==> config.mk <==
export PLATFORM = sky130hd
export DESIGN_NAME = bdc_ctrl_regs
export DESIGN_NICKNAME = d
export VERILOG_FILES = /design/src/bdc_pkg.sv /design/src/bdc_ctrl_regs.sv /design/src/bdc_lowest_pick.sv
export SDC_FILE = /design/constraint.sdc
export NUM_CORES = 1
export LEC_CHECK = 0
export BUFFER_PORTS_ARGS = -buffer_cell sky130_fd_sc_hd__buf_2
export CAP_MARGIN = 20
export CORE_UTILIZATION = 45
export DETAILED_ROUTE_END_ITERATION = 8
export GPL_TIMING_DRIVEN = 0
export PLACE_DENSITY = 0.85
export SYNTH_ARGS = -nofsm -noshare
export SYNTH_HDL_FRONTEND = slang
export SYNTH_HIERARCHICAL = 1
export SYNTH_SLANG_ARGS = --single-unit
==> constraint.sdc <==
create_clock -name mclk -period 2.5 [get_ports mclk]
set_clock_uncertainty 0.15 [all_clocks]
set_input_delay 0.125 -clock mclk [delete_from_list [all_inputs] [get_ports mclk]]
set_output_delay 0.125 -clock mclk [all_outputs]
set_load 0.02 [all_outputs]
==> src/bdc_pkg.sv <==
/*
 * Constants, register map and carrier types for the balance and diagnostic
 * control register group.
 * Assumes a byte-wide register port whose address carries the full
 * register offset.
 */
package bdc_pkg;

	// ----------------------------------------------------------------
	// Register map
	// ----------------------------------------------------------------
	localparam int REG_NUM = 10;
	localparam int ADDR_W = 16;

	localparam int IDX_FINISH_LEVEL = 0;
	localparam int IDX_SWITCH = 1;
	localparam int IDX_DIAG1 = 2;
	localparam int IDX_DIAG2 = 3;
	localparam int IDX_DIAG3 = 4;
	localparam int IDX_DIAG4 = 5;
	localparam int IDX_SENSE_CS = 6;
	localparam int IDX_BAL_CS = 7;
	localparam int IDX_COMP = 8;
	localparam int IDX_ECC = 9;

	localparam logic [ADDR_W-1:0] REG_OFS [REG_NUM] = '{
		16'h0114, 16'h0115, 16'h0116, 16'h0117, 16'h0118,
		16'h0119, 16'h011A, 16'h011B, 16'h011C, 16'h011D
	};

	// Reserved bits neither store nor read back
	localparam logic [7:0] REG_MASK [REG_NUM] = '{
		8'h7F, 8'hFF, 8'hFF, 8'h7F, 8'hFF,
		8'h7F, 8'h7F, 8'h7F, 8'h3F, 8'h0F
	};

	localparam logic [7:0] REG_RST [REG_NUM] = '{
		8'h20, 8'h00, 8'h00, 8'h00, 8'h00,
		8'h00, 8'h00, 8'h00, 8'h00, 8'h00
	};

	// ----------------------------------------------------------------
	// Field positions
	// ----------------------------------------------------------------
	localparam int THR_CODE_LSB = 0;
	localparam int THR_ENABLE = 6;
	localparam int SW_CTRL = 7;
	localparam int SW_HOLD = 6;
	localparam int D1_FILT_INJ = 7;
	localparam int D1_AUX_INJ = 6;
	localparam int D1_LOOP = 5;
	localparam int D1_INVERT = 4;
	localparam int D1_VMODE_LSB = 2;
	localparam int D1_TMODE_LSB = 0;
	localparam int D2_CELL_EN = 6;
	localparam int D2_PIN_LSB = 3;
	localparam int D2_CELL_LSB = 0;
	localparam int D4_FILT_RAW = 6;
	localparam int D4_CELL_VIEW = 5;
	localparam int D4_AUX_VIEW = 4;
	localparam int ECC_PICK = 3;
	localparam int ECC_MANUAL = 2;
	localparam int ECC_DIR = 1;
	localparam int ECC_EN = 0;

	// ----------------------------------------------------------------
	// Finish level scale, millivolts, and analog pull code
	// ----------------------------------------------------------------
	localparam logic [12:0] LEVEL_BASE_MV = 13'h0AF0;
	localparam logic [12:0] LEVEL_STEP_MV = 13'h0019;
	localparam logic [12:0] LEVEL_MAX_MV = 13'h10CC;
	localparam logic [5:0] LEVEL_CAP_CODE = 6'h3C;
	localparam logic [2:0] PULL_ANALOG = 3'h0;

	// ----------------------------------------------------------------
	// Types
	// ----------------------------------------------------------------
	typedef enum logic [1:0] {
		BDC_RR_TEST = 2'b00,
		BDC_RR_PLAIN = 2'b01,
		BDC_SINGLE_A = 2'b10,
		BDC_SINGLE_B = 2'b11
	} bdc_cmp_mode_e;

	typedef struct packed {
		logic round_robin;
		logic self_test;
		logic single;
		logic [5:0] pick;
	} bdc_cmp_sel_s;

	typedef struct packed {
		logic [5:0] up;
		logic [5:0] down;
		logic [5:0] defer;
	} bdc_pull_s;

endpackage

==> src/bdc_ctrl_regs.sv <==
/*
 * Balance and diagnostic control register group: ten byte registers with
 * their decode into balancing, comparator, pull, filter path, open-wire
 * and correction test controls.
 * Assumes a synchronous byte register port from the host link logic, and
 * enable, pull configuration and data inputs synchronous to mclk.
 */
`timescale 1ns/1ps

module bdc_ctrl_regs #(
	parameter int DATA_W = 16,
	parameter int CRC_W = 16
) (
	input wire logic mclk,
	input wire logic nrst,
	input wire logic [bdc_pkg::ADDR_W-1:0] reg_addr,
	input wire logic reg_wr,
	input wire logic reg_rd,
	input wire logic [7:0] reg_wdata,
	output logic [7:0] reg_rdata,
	output logic reg_rvalid,
	input wire logic [5:0] auto_balance_req,
	input wire logic [5:0] cell_enable,
	input wire logic [5:0] pin_enable,
	input wire logic [17:0] pin_pull_config,
	input wire logic [CRC_W-1:0] crc_calc,
	input wire logic [DATA_W-1:0] cell_corrected,
	input wire logic [DATA_W-1:0] cell_uncorrected,
	input wire logic [DATA_W-1:0] cell_raw_single,
	input wire logic [DATA_W-1:0] cell_raw_filtered,
	input wire logic [DATA_W-1:0] aux_pin_one_single,
	input wire logic [DATA_W-1:0] aux_pin_one_filtered,
	output logic [12:0] finish_level,
	output logic balance_finished_compare,
	output logic [5:0] balance_switch_on,
	output logic filter_fault_inject,
	output logic aux_digital_fault_inject,
	output logic serial_master_loop_test,
	output logic [CRC_W-1:0] crc_sent,
	output bdc_pkg::bdc_cmp_sel_s volt_cmp,
	output bdc_pkg::bdc_cmp_sel_s temp_cmp,
	output logic aux_cell_active,
	output logic [2:0] aux_cell_latched,
	output logic [5:0] aux_factory_correction,
	output bdc_pkg::bdc_pull_s pin_pull,
	output logic [DATA_W-1:0] filter_in,
	output logic [DATA_W-1:0] cell_raw_result,
	output logic [DATA_W-1:0] aux_pin_one_result,
	output logic aux_continuous,
	output logic [6:0] sense_line_test_current,
	output logic [6:0] balance_line_test_current,
	output logic [5:0] balance_compare_enable,
	output logic correction_test_run,
	output logic encoder_test_run,
	output logic decoder_test_run,
	output logic correction_manual,
	output logic double_or_single_test_pick
);

	// ----------------------------------------------------------------
	// Register storage and port decode
	// ----------------------------------------------------------------
	logic [7:0] regs [bdc_pkg::REG_NUM];
	logic [bdc_pkg::REG_NUM-1:0] hit;
	logic [7:0] rd_mux;

	genvar gi;
	generate
		for (gi = 0; gi < bdc_pkg::REG_NUM; gi++)
		begin : g_reg
			assign hit[gi] = (reg_addr == bdc_pkg::REG_OFS[gi]);
			// Bits hold until rewritten; nothing here self-clears
			always_ff @(posedge mclk or negedge nrst)
			begin
				if (!nrst)
					regs[gi] <= bdc_pkg::REG_RST[gi];
				else if (reg_wr && hit[gi])
					regs[gi] <= reg_wdata & bdc_pkg::REG_MASK[gi];
			end
		end
	endgenerate

	// Unmapped addresses read as zero
	always_comb
	begin
		rd_mux = 8'h00;
		for (int i = 0; i < bdc_pkg::REG_NUM; i++)
			rd_mux = rd_mux | (hit[i] ? regs[i] : 8'h00);
	end

	// ----------------------------------------------------------------
	// Field views
	// ----------------------------------------------------------------
	wire logic [7:0] thr = regs[bdc_pkg::IDX_FINISH_LEVEL];
	wire logic [7:0] sw = regs[bdc_pkg::IDX_SWITCH];
	wire logic [7:0] d1 = regs[bdc_pkg::IDX_DIAG1];
	wire logic [7:0] d2 = regs[bdc_pkg::IDX_DIAG2];
	wire logic [7:0] d4 = regs[bdc_pkg::IDX_DIAG4];
	wire logic [7:0] ecc = regs[bdc_pkg::IDX_ECC];
	wire logic [5:0] thr_code = thr[bdc_pkg::THR_CODE_LSB +: 6];
	wire logic [2:0] pin_sel = d2[bdc_pkg::D2_PIN_LSB +: 3];
	wire logic [2:0] cell_sel = d2[bdc_pkg::D2_CELL_LSB +: 3];
	wire logic cell_sel_en = d2[bdc_pkg::D2_CELL_EN];
	wire logic [11:0] pull_ovr = {d4[3:0], regs[bdc_pkg::IDX_DIAG3]};

	// ----------------------------------------------------------------
	// Finish level
	// ----------------------------------------------------------------
	wire logic [12:0] next_finish_level = (thr_code >= bdc_pkg::LEVEL_CAP_CODE)
		? bdc_pkg::LEVEL_MAX_MV
		: bdc_pkg::LEVEL_BASE_MV + 13'(13'(thr_code) * bdc_pkg::LEVEL_STEP_MV);

	// ----------------------------------------------------------------
	// Balancing switches
	// ----------------------------------------------------------------
	wire logic [5:0] sw_source = sw[bdc_pkg::SW_CTRL] ? sw[5:0] : auto_balance_req;
	wire logic [5:0] next_switch_on = sw[bdc_pkg::SW_HOLD] ? 6'h00 : sw_source;

	// ----------------------------------------------------------------
	// Comparator modes
	// ----------------------------------------------------------------
	logic [5:0] cell_pick;
	logic [5:0] pin_pick;

	bdc_lowest_pick #(.W(6)) u_cell_pick (
		.enables(cell_enable),
		.pick(cell_pick)
	);

	bdc_lowest_pick #(.W(6)) u_pin_pick (
		.enables(pin_enable),
		.pick(pin_pick)
	);

	function automatic bdc_pkg::bdc_cmp_sel_s mode_decode(input logic [1:0] code,
		input logic [5:0] enables, input logic [5:0] lowest);
		bdc_pkg::bdc_cmp_sel_s s;
		s = '0;
		case (bdc_pkg::bdc_cmp_mode_e'(code))
			bdc_pkg::BDC_RR_TEST:
			begin
				s.round_robin = 1'b1;
				s.self_test = 1'b1;
				s.pick = enables;
			end
			bdc_pkg::BDC_RR_PLAIN:
			begin
				s.round_robin = 1'b1;
				s.pick = enables;
			end
			default:
			begin
				s.single = 1'b1;
				s.pick = lowest;
			end
		endcase
		return s;
	endfunction

	wire bdc_pkg::bdc_cmp_sel_s next_volt_cmp =
		mode_decode(d1[bdc_pkg::D1_VMODE_LSB +: 2], cell_enable, cell_pick);
	wire bdc_pkg::bdc_cmp_sel_s next_temp_cmp =
		mode_decode(d1[bdc_pkg::D1_TMODE_LSB +: 2], pin_enable, pin_pick);

	// ----------------------------------------------------------------
	// Aux selections
	// ----------------------------------------------------------------
	// Only a rising enable takes the selection; changes while it is set are
	// ignored, which is why the host must drop the enable first
	wire logic cell_sel_rise = reg_wr && hit[bdc_pkg::IDX_DIAG2]
		&& reg_wdata[bdc_pkg::D2_CELL_EN] && !cell_sel_en;
	logic [2:0] cell_hold;

	always_ff @(posedge mclk or negedge nrst)
	begin
		if (!nrst)
			cell_hold <= 3'h0;
		else if (cell_sel_rise)
			cell_hold <= reg_wdata[bdc_pkg::D2_CELL_LSB +: 3];
	end

	wire logic [5:0] next_pin_hot = (pin_sel >= 3'h6) ? 6'h20
		: (pin_sel == 3'h0) ? 6'h00
		: 6'(6'h01 << (pin_sel - 3'h1));

	// ----------------------------------------------------------------
	// Pull overrides
	// ----------------------------------------------------------------
	wire bdc_pkg::bdc_pull_s next_pull;

	generate
		for (gi = 0; gi < 6; gi++)
		begin : g_pull
			wire logic analog = (pin_pull_config[3*gi +: 3] == bdc_pkg::PULL_ANALOG);
			wire logic [1:0] ovr = pull_ovr[2*gi +: 2];
			assign next_pull.up[gi] = analog && ovr[1];
			assign next_pull.down[gi] = analog && (ovr == 2'b01);
			assign next_pull.defer[gi] = !analog || (ovr == 2'b00);
		end
	endgenerate

	// ----------------------------------------------------------------
	// Filter data paths
	// ----------------------------------------------------------------
	wire logic [DATA_W-1:0] next_filter_in =
		d4[bdc_pkg::D4_FILT_RAW] ? cell_uncorrected : cell_corrected;
	wire logic [DATA_W-1:0] next_cell_raw =
		d4[bdc_pkg::D4_CELL_VIEW] ? cell_raw_filtered : cell_raw_single;
	wire logic [DATA_W-1:0] next_aux_one =
		d4[bdc_pkg::D4_AUX_VIEW] ? aux_pin_one_filtered : aux_pin_one_single;

	wire logic [CRC_W-1:0] next_crc =
		d1[bdc_pkg::D1_INVERT] ? ~crc_calc : crc_calc;

	// ----------------------------------------------------------------
	// Output flops
	// ----------------------------------------------------------------
	// Read data is zero outside the answer cycle
	always_ff @(posedge mclk or negedge nrst)
	begin
		if (!nrst)
		begin
			reg_rdata <= 8'h00;
			reg_rvalid <= 1'b0;
		end
		else
		begin
			reg_rdata <= reg_rd ? rd_mux : 8'h00;
			reg_rvalid <= reg_rd;
		end
	end

	always_ff @(posedge mclk or negedge nrst)
	begin
		if (!nrst)
		begin
			finish_level <= 13'h0000;
			balance_finished_compare <= 1'b0;
			balance_switch_on <= 6'h00;
		end
		else
		begin
			finish_level <= next_finish_level;
			balance_finished_compare <= thr[bdc_pkg::THR_ENABLE];
			balance_switch_on <= next_switch_on;
		end
	end

	// Diagnostic controls
	always_ff @(posedge mclk or negedge nrst)
	begin
		if (!nrst)
		begin
			filter_fault_inject <= 1'b0;
			aux_digital_fault_inject <= 1'b0;
			serial_master_loop_test <= 1'b0;
			crc_sent <= '0;
			volt_cmp <= '0;
			temp_cmp <= '0;
			aux_cell_active <= 1'b0;
			aux_cell_latched <= 3'h0;
			aux_factory_correction <= 6'h00;
			pin_pull <= '0;
		end
		else
		begin
			filter_fault_inject <= d1[bdc_pkg::D1_FILT_INJ];
			aux_digital_fault_inject <= d1[bdc_pkg::D1_AUX_INJ];
			serial_master_loop_test <= d1[bdc_pkg::D1_LOOP];
			crc_sent <= next_crc;
			volt_cmp <= next_volt_cmp;
			temp_cmp <= next_temp_cmp;
			aux_cell_active <= cell_sel_en && (cell_hold != 3'h0);
			aux_cell_latched <= cell_sel_en ? cell_hold : 3'h0;
			aux_factory_correction <= next_pin_hot;
			pin_pull <= next_pull;
		end
	end

	// Data path selects, one edge behind their inputs
	always_ff @(posedge mclk or negedge nrst)
	begin
		if (!nrst)
		begin
			filter_in <= '0;
			cell_raw_result <= '0;
			aux_pin_one_result <= '0;
			aux_continuous <= 1'b0;
		end
		else
		begin
			filter_in <= next_filter_in;
			cell_raw_result <= next_cell_raw;
			aux_pin_one_result <= next_aux_one;
			aux_continuous <= d4[bdc_pkg::D4_AUX_VIEW];
		end
	end

	// Open-wire sinks and correction test, none self-clearing
	always_ff @(posedge mclk or negedge nrst)
	begin
		if (!nrst)
		begin
			sense_line_test_current <= 7'h00;
			balance_line_test_current <= 7'h00;
			balance_compare_enable <= 6'h00;
			correction_test_run <= 1'b0;
			encoder_test_run <= 1'b0;
			decoder_test_run <= 1'b0;
			correction_manual <= 1'b0;
			double_or_single_test_pick <= 1'b0;
		end
		else
		begin
			sense_line_test_current <= regs[bdc_pkg::IDX_SENSE_CS][6:0];
			balance_line_test_current <= regs[bdc_pkg::IDX_BAL_CS][6:0];
			balance_compare_enable <= regs[bdc_pkg::IDX_COMP][5:0];
			correction_test_run <= ecc[bdc_pkg::ECC_EN];
			encoder_test_run <= ecc[bdc_pkg::ECC_EN] && ecc[bdc_pkg::ECC_DIR];
			decoder_test_run <= ecc[bdc_pkg::ECC_EN] && !ecc[bdc_pkg::ECC_DIR];
			correction_manual <= ecc[bdc_pkg::ECC_MANUAL];
			double_or_single_test_pick <= ecc[bdc_pkg::ECC_PICK];
		end
	end

endmodule

==> src/bdc_lowest_pick.sv <==
/*
 * One-hot pick of the lowest set bit of an enable vector.
 * Assumes nothing of its surroundings; purely combinational.
 */
`timescale 1ns/1ps
module bdc_lowest_pick #(
	parameter int W = 6
) (
	input wire logic [W-1:0] enables,
	output logic [W-1:0] pick
);

	// Two's complement isolates the lowest one
	assign pick = enables & (~enables + {{(W-1){1'b0}}, 1'b1});

endmodule

Word level (Yosys, flattened, before mapping)
Cells that the tools add are included.
Storage, ports and cells
  input port bits: 176
  output and inout port bits: 168
  bits in read-only memories: 0
  memory bits (writable): 0
  memories: 0
  bits in registers: 240
  word-level logic and storage cells: 174
  bits in latches: 0
Cells by class
  bitwise gates (word level): 14
  magnitude comparators: 2
  $mul: 1
  multiplexer cells: 29
  div/mod/pow operators: 0
  equality and inequality tests: 18
  shift operators: 1
  reduce and logical (&&, ||, !) cells: 59
  add/subtract/negate cells: 4
Operator list (count)
  16-bit by 9-bit == test with 1-bit output (second input constant): 10
  16-bit 2-to-1 mux: 4
  6-bit 2-to-1 mux: 7
  7-bit 2-to-1 mux: 5
  8-bit 2-to-1 mux: 4
  8-bit by 7-bit OR with 8-bit output: 4
  1-bit logical AND: 27
  3-bit zero test: 7
  2-bit by 1-bit == test with 1-bit output (second input constant): 8
  2-bit zero test: 8
  16-bit inverter: 1
  8-bit OR: 2
  12-bit by 11-bit adder with 13-bit output (first input constant): 1
  13-bit 2-to-1 mux: 1
  6-bit by 1-bit adder with 6-bit output (second input constant): 2
  6-bit bitwise AND: 2
  6-bit inverter: 2
  6-bit by 5-bit multiplier with 11-bit output (second input constant): 1
  1-bit zero test: 8
  7-bit by 8-bit OR with 8-bit output: 1
  8-bit by 4-bit OR with 8-bit output: 1
  8-bit by 6-bit OR with 8-bit output: 1
  6-bit greater-or-equal comparator (second input constant): 1
  1-bit logical OR: 6
  other kinds (8): 14

Longest topological paths before layout
Gate-level depths: netlist (run 1).
  depth in word-level cells: 12
  mapped depth: 11
  mapped depth without buffers: 11

Hierarchy
Netlist (run 1), hierarchy kept.
By module, submodules not included
  bdc_ctrl_regs: area each 9484.1 um^2, sequential area each 6007.0 um^2, cells an instance 648, times used 1
  bdc_lowest_pick: area each 58.8 um^2, sequential area each 0.0 um^2, cells an instance 7, times used 2

Worst setup path after synthesis (run 1)
OpenSTA, ideal clock, no wires.
  path type: register to register
  from: reg regs (netlist bit thr[2])
  to: reg finish_level[11]
  path slack: -0.282 ns
  arrival: 2.568 ns
  path buffers: 0
  required time: 2.285 ns
  library setup time: 0.065 ns
  clock period less this slack: 2.782 ns
  cell stages (with the launch flop): 12
  cell sequence: dfrtp_1 -> inv_1 -> ha_1 -> inv_1 -> fa_1 -> ha_1 -> ha_1 -> fa_1 -> a21oi_1 -> o21bai_1 -> a21oi_1 -> o22a_1
On the way
  cells in the longest elaborated chain, start to end: 3
  elaborated cells between the ends (all ways): 4
  those cells by class: 1 x add/sub; 1 x mul; 1 x order compare; 1 x mux
Ends and longest elaborated chain
  from (decl): line bdc_ctrl_regs.sv:63  | logic [7:0] regs [bdc_pkg::REG_NUM];
  from (signal, indexed assignment): line bdc_ctrl_regs.sv:76  | regs[gi] <= bdc_pkg::REG_RST[gi];
  from (signal, indexed assignment): line bdc_ctrl_regs.sv:78  | regs[gi] <= reg_wdata & bdc_pkg::REG_MASK[gi];
  6-bit by 5-bit multiplier with 11-bit output: line bdc_ctrl_regs.sv:111  | : bdc_pkg::LEVEL_BASE_MV + 13'(13'(thr_code) * bdc_pkg::LEVEL_STEP_MV);
  12-bit by 11-bit adder with 13-bit output: line bdc_ctrl_regs.sv:111
  13-bit 2-to-1 mux *: line bdc_ctrl_regs.sv:110  | ? bdc_pkg::LEVEL_MAX_MV
  net next_finish_level[11]: line bdc_ctrl_regs.sv:109  | wire logic [12:0] next_finish_level = (thr_code >= bdc_pkg::LEVEL_CAP_CODE)
  to (signal assigned): line bdc_ctrl_regs.sv:243  | finish_level <= next_finish_level;
  to (decl): line bdc_ctrl_regs.sv:33  | output logic [12:0] finish_level,
The timed path passes the listed nets; every way through them passes the cells marked *.
A chain may end at the register's enable or synchronous reset.

Final worst setup path (run 1)
Same ends and word-level chain as after synthesis.

==> impl_results.md, run 1 <==
* Worst hold endpoint: reg_rdata[0]
* Hold path depth at 4
* DRC viols at 0
* Final cell count without fillers at 1499
* Crit path time final at 2720 ps
* Part of the power in combinational logic at under 10%
* Commonest cells after routing, fill and taps aside: buf_2 (340), dfrtp_1 (237), dlygate4sd3_1 (164), mux2_2 (131), clkbuf_16 (26)
* Synth cell types at between 50 and 60
* Die height at between 100 and 150 um
* CTS tree: yes
* Max clock buf depth at 3
* Crit path from: thr[2]
* Endpoints failing hold at 0
* FF-to-FF End: finish_level[11]
* Nets at 1407
* Worst VDD drop at approximately 0.55 mV
* I/O pin count at between 300 and 400
* Final Cycle Share at 109%
* Post-Route WL at 30000 um
* Post-synthesis mux area share at 18.3%
* Initial antenna violation count at 2
* XOR/XNOR share of the synthesized area at 1.82%
* Critical-path cell list: inv_2 -> ha_4 -> inv_2 -> fa_2 -> ha_4 -> ha_4 -> fa_2 -> a21oi_2 -> o21bai_2 -> a21oi_2 -> o22a_1
* Die width at about 150 um
* Sw Pwr at 2.00 mW
* Synthesis Warnings at 6
* Core area at 21000 um2
* Placement Cell Area at about 12000 um2
* Ratio of cells with drive above 1 in the final layout at between 40% and 50%
* Worst hold slack at between 30 and 40 ps
* Cells after DPL at 1279
* H-tree levels at 1
* Simple-gate share of the synthesized area at under 10%
* Reg-to-reg slack, setup at -220 ps
* Top post-synthesis cells by area: dfrtp_1 (62%), mux2_2 (15%), ha_1 (3.4%)
* Pin count of the biggest net entering global routing at 100
* Launch point of the worst reg-to-reg path: thr[2]
* CTS Root Cell: clkbuf_16
* Final Cell Area at approximately 14000 um2
* Vias in the first global route at about 8500
* Most common cell after layout, fill and taps aside: buf_2
* Max Cap Viol at 0
* Crit start category: flip-flop
* Ys async rst share at 100%
* Post-DRT Antenna Nets at 0
* Area growth, synth to finish at 50.4%
* Die area at about 22000 um2
* Pint at ~6.7 mW
* Synth Area in Compound Gates at under 10%
* Failing checks: negative setup slack
* Clock slew at reported path FFs at around 60 ps
* Critical path buffers and inverters at 2
* Setup WS pre-CTS at -374 ps
* CP peak stage delay at 540 ps
* Net Count, Synth at around 870
* CP max FO at 2
* Critical-path top delay cell: fa_2
* Fillers at about 1400
* Top_reg_cell synth: dfrtp_1
* Area leader, netlist: dfrtp_1
* Slew Viols, Final at 0
* Hold Crit Class: in2reg
* Number of flops mapped to enable cells by yosys at 0
* Arr. time, crit path at 3040 ps
* Relative slew slack at 47.7%
* Family with the most delay on the worst path: adder cells
* Buffers added on ports at 340
* Most common cell on crit path: ha_4
* Final worst slack at -225 ps
* Post-synth top area share at 62.3%
* Final setup fails at 5
* Seq/Total Area, Yosys at a little over three fifths
* RSZ-0062 raised after global routing: true
* Worst setup path category: reg2reg
* Lkg Pwr at about 7.2 nW
* RePlAce Congestion at slightly below 0.9
* Largest family of logic cells by synthesized area: multiplexers
* Detailed-route via count at 7755
* Row Count at 53
* Post-Synth Adder-Cell Area at between 3 and 4%
* GRT overflow at 0
* CTS Buf Count at 26
* First-pass GRT wire length at between 40000 and 50000 um
* FF-to-FF path depth at 11
* Cells after Synth at around 660
* Clock network power share at 45.2%
* GRT Overall Usage at between 20% and 30%
* FF+latch count, synth at 240
* Hold Startpoint: reg_addr[3]
* Clock Sinks at 240
* DR iter-0 viols at 356
* Clk_lat worst skew at around 540 ps
* Sequential Power Share at 45.8%
* Routed len/inst at approximately 20 um
* Levels on crit path at 11
* DR vias/cell at roughly 5.2
* Dpl hpwl at ~18000 um
* Initial Utilization at about 46%
* Total power at 8.67 mW
* Syn Area/Cell at between 10 and 15 um2
* Critical path required time at 2810 ps
* Worst-Margin Slew at roughly 780 ps
* Mapped Area at between 9000 and 10000 um2
* Pwr per Cell Area at approximately 600 nW/um2
* Status: finished, violations left
* First-pass DRT Iterations at 6
* Sw Share at 23.1%
* Crit path capture type: flip-flop
* Fmax at 0.367 GHz
what timing repair did:
action                                  4_1_cts  5_1_grt
buffers inserted                              7        1
hold buffers                                164        0
endpoints found under the setup margin        7       14
pin swaps                                    11        7
gates resized for setup                      10        5
endpoints found under the hold margin       282        0
power groups by stage:
stage	Combinational (mW)	Clock [mW]	Sequential (mW)
finish	0.776	3.92	3.97
global route	0.829	4.11	3.98
CTS	0.748	3.96	3.97
detailed placement	0.549	0	4.04
global placement	0.522	0	4.04
floorplan	0.108	0	4.14
layout make-up:
class,instances,area (um2),share of cell area (%)
Buffer,31,136,0.944
Multi-Input combinational cell,372,3520,24.4
Clock buffer,37,762,5.28
Timing Repair Buffer,513,3460,24.0
Antenna cell,1,2.50,0.0173
Inverter,19,71.3,0.494
Clock inverter,11,128,0.884
Sequential cell,240,6010,41.6
Tap cell,275,344,2.38
worst max-delay path by stage:
stage                            end
2_1_floorplan       finish_level[11]
3_3_place_gp   aux_pin_one_result[0]
3_5_place_dp        finish_level[11]
4_1_cts             finish_level[11]
5_1_grt             finish_level[11]
6_report            finish_level[11]
cells in the mapped netlist, types with 9 or more instances:
master and instances:
and2_1 18, a21oi_1 13, inv_1 19, clkbuf_1 20, xor2_1 16, nor2_1 21
and3b_1 10, mux2i_1 12, nor3_1 9, ha_1 26, mux2_2 131, nand2_1 14
dfrtp_1 239
registers in the layout (all words and copies together) (netlist names), 13 cells and up:
name and count:
pin_pull 18, cell_raw_result 16, filter_in 16, aux_pin_one_result 16
finish_level 13, crc_sent 16, regs 20
through the flow:
| stage | setup TNS (ps) | util, % |
|---|---|---|
| 3_3_place_gp | -684850 | 55.9 |
| 5_1_grt | -1670 | 68.9 |
| 3_5_place_dp | -3680 | 56.2 |
| 6_report | -980 | 68.9 |
| 2_1_floorplan | -374 | - |
| 4_1_cts | -1010 | 68.8 |
worst min-delay path, stage by stage:
cell and delay (ps):
buf_2 130, nor2b_1 210, nand4_1 120, a21boi_0 80
per-layer routing:
| metal | vias to the layer above | track usage [%] | wire [um] |
|---|---|---|---|
| met1 | 3855 | 31.2 | 11100 |
| li1 | 3407 | - | - |
| met3 | 106 | 5.61 | 2070 |
| met4 | 2 | 12.6 | 1310 |
| met5 | - | 0 | 11 |
| met2 | 385 | 48.5 | 15400 |
cell families after synthesis:
family	after synthesis
AOI/OAI and AO/OA	55
xor gates and xnor gates	20
adders and majority gates	28
buffers and inverters	50
DFF	240
muxes	151
and+or+nand+nor	118
(Power assumes the default switching activity.)
==> run 2: changes to the inputs <==
- PLACE_DENSITY: 0.85 -> 0.86
- SYNTH_HIERARCHICAL: 1 -> not set
==> run 2 against run 1 <==
The flow still finishes with violations (negative setup slack); final cell count is 1.1% lower; register-to-register slack worse by 370 ps; combinational power shrank 3.9%; critical path depth stayed put; synthesized cell count shrank 1.4%; maximum frequency shrank 12%; sequential share of layout area rose by 0.67 points; critical path type unchanged; critical endpoint unchanged; highest routed layer is now met4.
==> impl_results.md, run 2 <==
* Status: finished, violations left
* Failing checks: negative setup slack
* Clock Sinks at 240
* Final Util at a little over two thirds
* DR vias/cell at between 5 and 6
* DR iter-0 viols at 474
* Synthesis Warnings at 0
* Ys async rst share at 100%
* Endpoints failing hold at 0
* Fillers at approximately 1300
* Worst setup path category: reg2reg
* Most frequent cells after synthesis: dfrtp_1 (239), mux2_2 (117), ha_1 (25), inv_1 (21), and2_1 (20)
* Pin count of the biggest net entering global routing at between 100 and 150
* CP peak stage delay at 600 ps
* Setup total negative slack at -3170 ps
* Max Cap Viol at 0
* Count leader, synth: dfrtp_1
* Crit path time final at 3100 ps
* Pint at 6.84 mW
* CTS Root Cell: clkbuf_16
* Core area at about 20000 um2
* Die area at 21600 um2
* Worst VDD drop at 0.492 mV
* Top_reg_cell synth: dfrtp_1
* Cells after DPL at roughly 1300
* Sw Share at roughly 22%
* Ratio of cells with drive above 1 in the final layout at a little under half
* Routed len/inst at 20.4 um
* DRC viols at 0
* First-pass GRT wire length at ~46000 um
* Clk_lat worst skew at approximately 520 ps
* Net Count, Synth at about 860
* Number of flops mapped to enable cells by yosys at 0
* Critical-path cell list: inv_2 -> ha_4 -> inv_4 -> fa_2 -> ha_4 -> ha_4 -> fa_2 -> a21o_1 -> a21o_1 -> a21o_1 -> a21oi_1
* FF+latch area at about 6000 um2
* H-tree levels at 1
* Area leader, netlist: dfrtp_1
* RePlAce Congestion at ~0.87
* Most flops, register: regs
* Nets at about 1400
* Seq/Total Area, Yosys at a little under two thirds
* Hold Crit Class: in2reg
* GRT Overall Usage at between 20% and 30%
* Max clock buf depth at 3
* I/O pin count at 344
* Max reg flops at 20
* Final cell count without fillers at approximately 1500
* Post-Route WL at about 30000 um
* FF+latch count, synth at 240
* Part of the power in combinational logic at between 8 and 9%
* Multi-input gate area at about 3300 um2
* RSZ-0062 raised after global routing: true
* First-pass DRT Iterations at 5
* Vias in the first global route at 8458
* Mapped Area at 9440 um2
* Pwr per Cell Area at around 600 nW/um2
* Synth cell types at between 50 and 60
* Final Cycle Share at 124%
* CTS tree: yes
* Cells after Synth at roughly 650
* Clock network power share at around 46%
* Critical-path top delay cell: fa_2
* Fmax at roughly 0.32 GHz
* Top post-synthesis cells by area: dfrtp_1 (63%), mux2_2 (14%), ha_1 (3.3%)
* Initial Utilization at between 40% and 50%
* Crit path capture type: flip-flop
* Dpl hpwl at about 18000 um
* Slew Viols, Final at 0
* Crit start category: flip-flop
* Clock slew at reported path FFs at 60 ps
* Buffers added on ports at 339
* CTS Buf Count at 26
* Post-DRT Antenna Nets at 0
* Lkg Pwr at 7.26 nW
* Syn Area/Cell at roughly 14 um2
* Die height at 147 um
* Top flop regs: regs: 20 flops, pin_pull: 18 flops
* Initial antenna violation count at 3
* Arr. time, crit path at 3380 ps
* Worst-Margin Slew at 856 ps
* Detailed-route via count at between 7000 and 8000
* Final worst slack at -595 ps
* Row Count at 52
* Sw Pwr at around 1.9 mW
* Most common cell after layout, fill and taps aside: buf_2
* Die width at ~150 um
* CP max FO at 3
* Relative slew slack at between 40% and 50%
* Worst hold slack at roughly 43 ps
* Sequential Power Share at a little under half
* Final setup fails at 7
* Post-synth top area share at a little under two thirds
* Commonest cells after routing, fill and taps aside: buf_2 (345), dfrtp_1 (238), dlygate4sd3_1 (157), mux2_2 (117), clkbuf_16 (27)
* GRT overflow at 0
* Area growth, synth to finish at 50.6%
* Critical path required time at 2790 ps
[run 2: changes by cell type in the layout (fill, tap and decap cells not counted), sizes merged, moves of 5 or more]
| cell | previous run | this run |
|---|---|---|
| dlygate4sd3 | 164 | 157 |
| a21oi | 13 | 7 |
| nand2b | 2 | 7 |
| buf | 360 | 366 |
| nand2 | 14 | 20 |
| mux2 | 134 | 121 |
| o21ai | 8 | 14 |
| clkbuf | 57 | 52 |
[run 2: layer usage]
| layer | wire (um) | track usage (%) |
|---|---|---|
| met1 | 11400 | 33.0 |
| met2 | 15300 | 48.0 |
| met3 | 2080 | 5.87 |
| met4 | 1420 | 14.5 |
| met5 | 0 | 0 |
[run 2: critical path: cells and delay by family (launching register included)]
family                   cells  cell delay, ps
buffers and inverters        2             120
adder cells (fa/ha/maj)      5            1630
flip-flops                   1             400
AO/OA/AOI/OAI                4             700
[run 2: area by class of cell]
type                    instances  area share [%]
plain buffers                  28           0.863
diodes                          3          0.0528
repair buffers                512            24.1
multi-input cells             364            23.4
flip-flops and latches        240            42.3
clock buffers                  35            5.32
well taps                     270            2.38
inverters                      21           0.572
clock inverters                 9            1.06
[run 2: power by group through the flow]
stage                     clock [mW]  sequential (mW)  combinational, mW
final                           4.05             3.98              0.746
after global placement             0             4.04              0.510
after floorplan                    0             4.14              0.101
after global routing            4.26             3.98              0.797
after detailed placement           0             4.04              0.532
after CTS                       4.08             3.97              0.723
[run 2: kinds of logic (layout without fill, tap and decap cells)]
kind of cell / Yosys count / in the layout / share of synthesized area [%]
flip-flops: 240 / 240 / 63.7
AO/OA/AOI/OAI: 66 / 66 / 4.92
AND/OR/NAND/NOR: 118 / 118 / 7.58
multiplexers: 134 / 134 / 16.2
adder cells (fa/ha/maj): 27 / 27 / 3.74
buffers and inverters: 49 / 605 / 2.12
XOR/XNOR: 19 / 19 / 1.76
other: 0 / 3 / 0
[run 2: stage by stage]
| step | worst slack, ps | power, mW | instance area [um2] |
|---|---|---|---|
| 2_1_floorplan | -269 | 4.24 | 9510 |
| 3_3_place_gp | -2850 | 4.55 | 11500 |
| 3_5_place_dp | -415 | 4.57 | 11600 |
| 4_1_cts | -352 | 8.77 | 14200 |
| 5_1_grt | -662 | 9.04 | 14200 |
| 6_report | -595 | 8.78 | 14200 |
[run 2: worst paths after layout]
check,start,to,slack (ps),cells past startpoint
max in group asynchronous,nrst,filter_in[5],970,3
worst min register to register,d4[4],aux_continuous,240,0
min in group asynchronous,nrst,crc_sent[12],140,2
worst min-delay path,reg_addr[15],ecc[0],40,4
worst max register to register,thr[1],finish_level[11],-600,11
worst max-delay path,thr[1],finish_level[11],-600,11
[run 2: timing repair]
item | CTS | global route
buffers inserted | 11 | 6
setup endpoints to repair | 7 | 16
pin swaps | 2 | 6
hold buffers | 157 | 0
endpoints found under the hold margin | 257 | 0
resized for setup | 4 | 6
gates cloned | 0 | 0
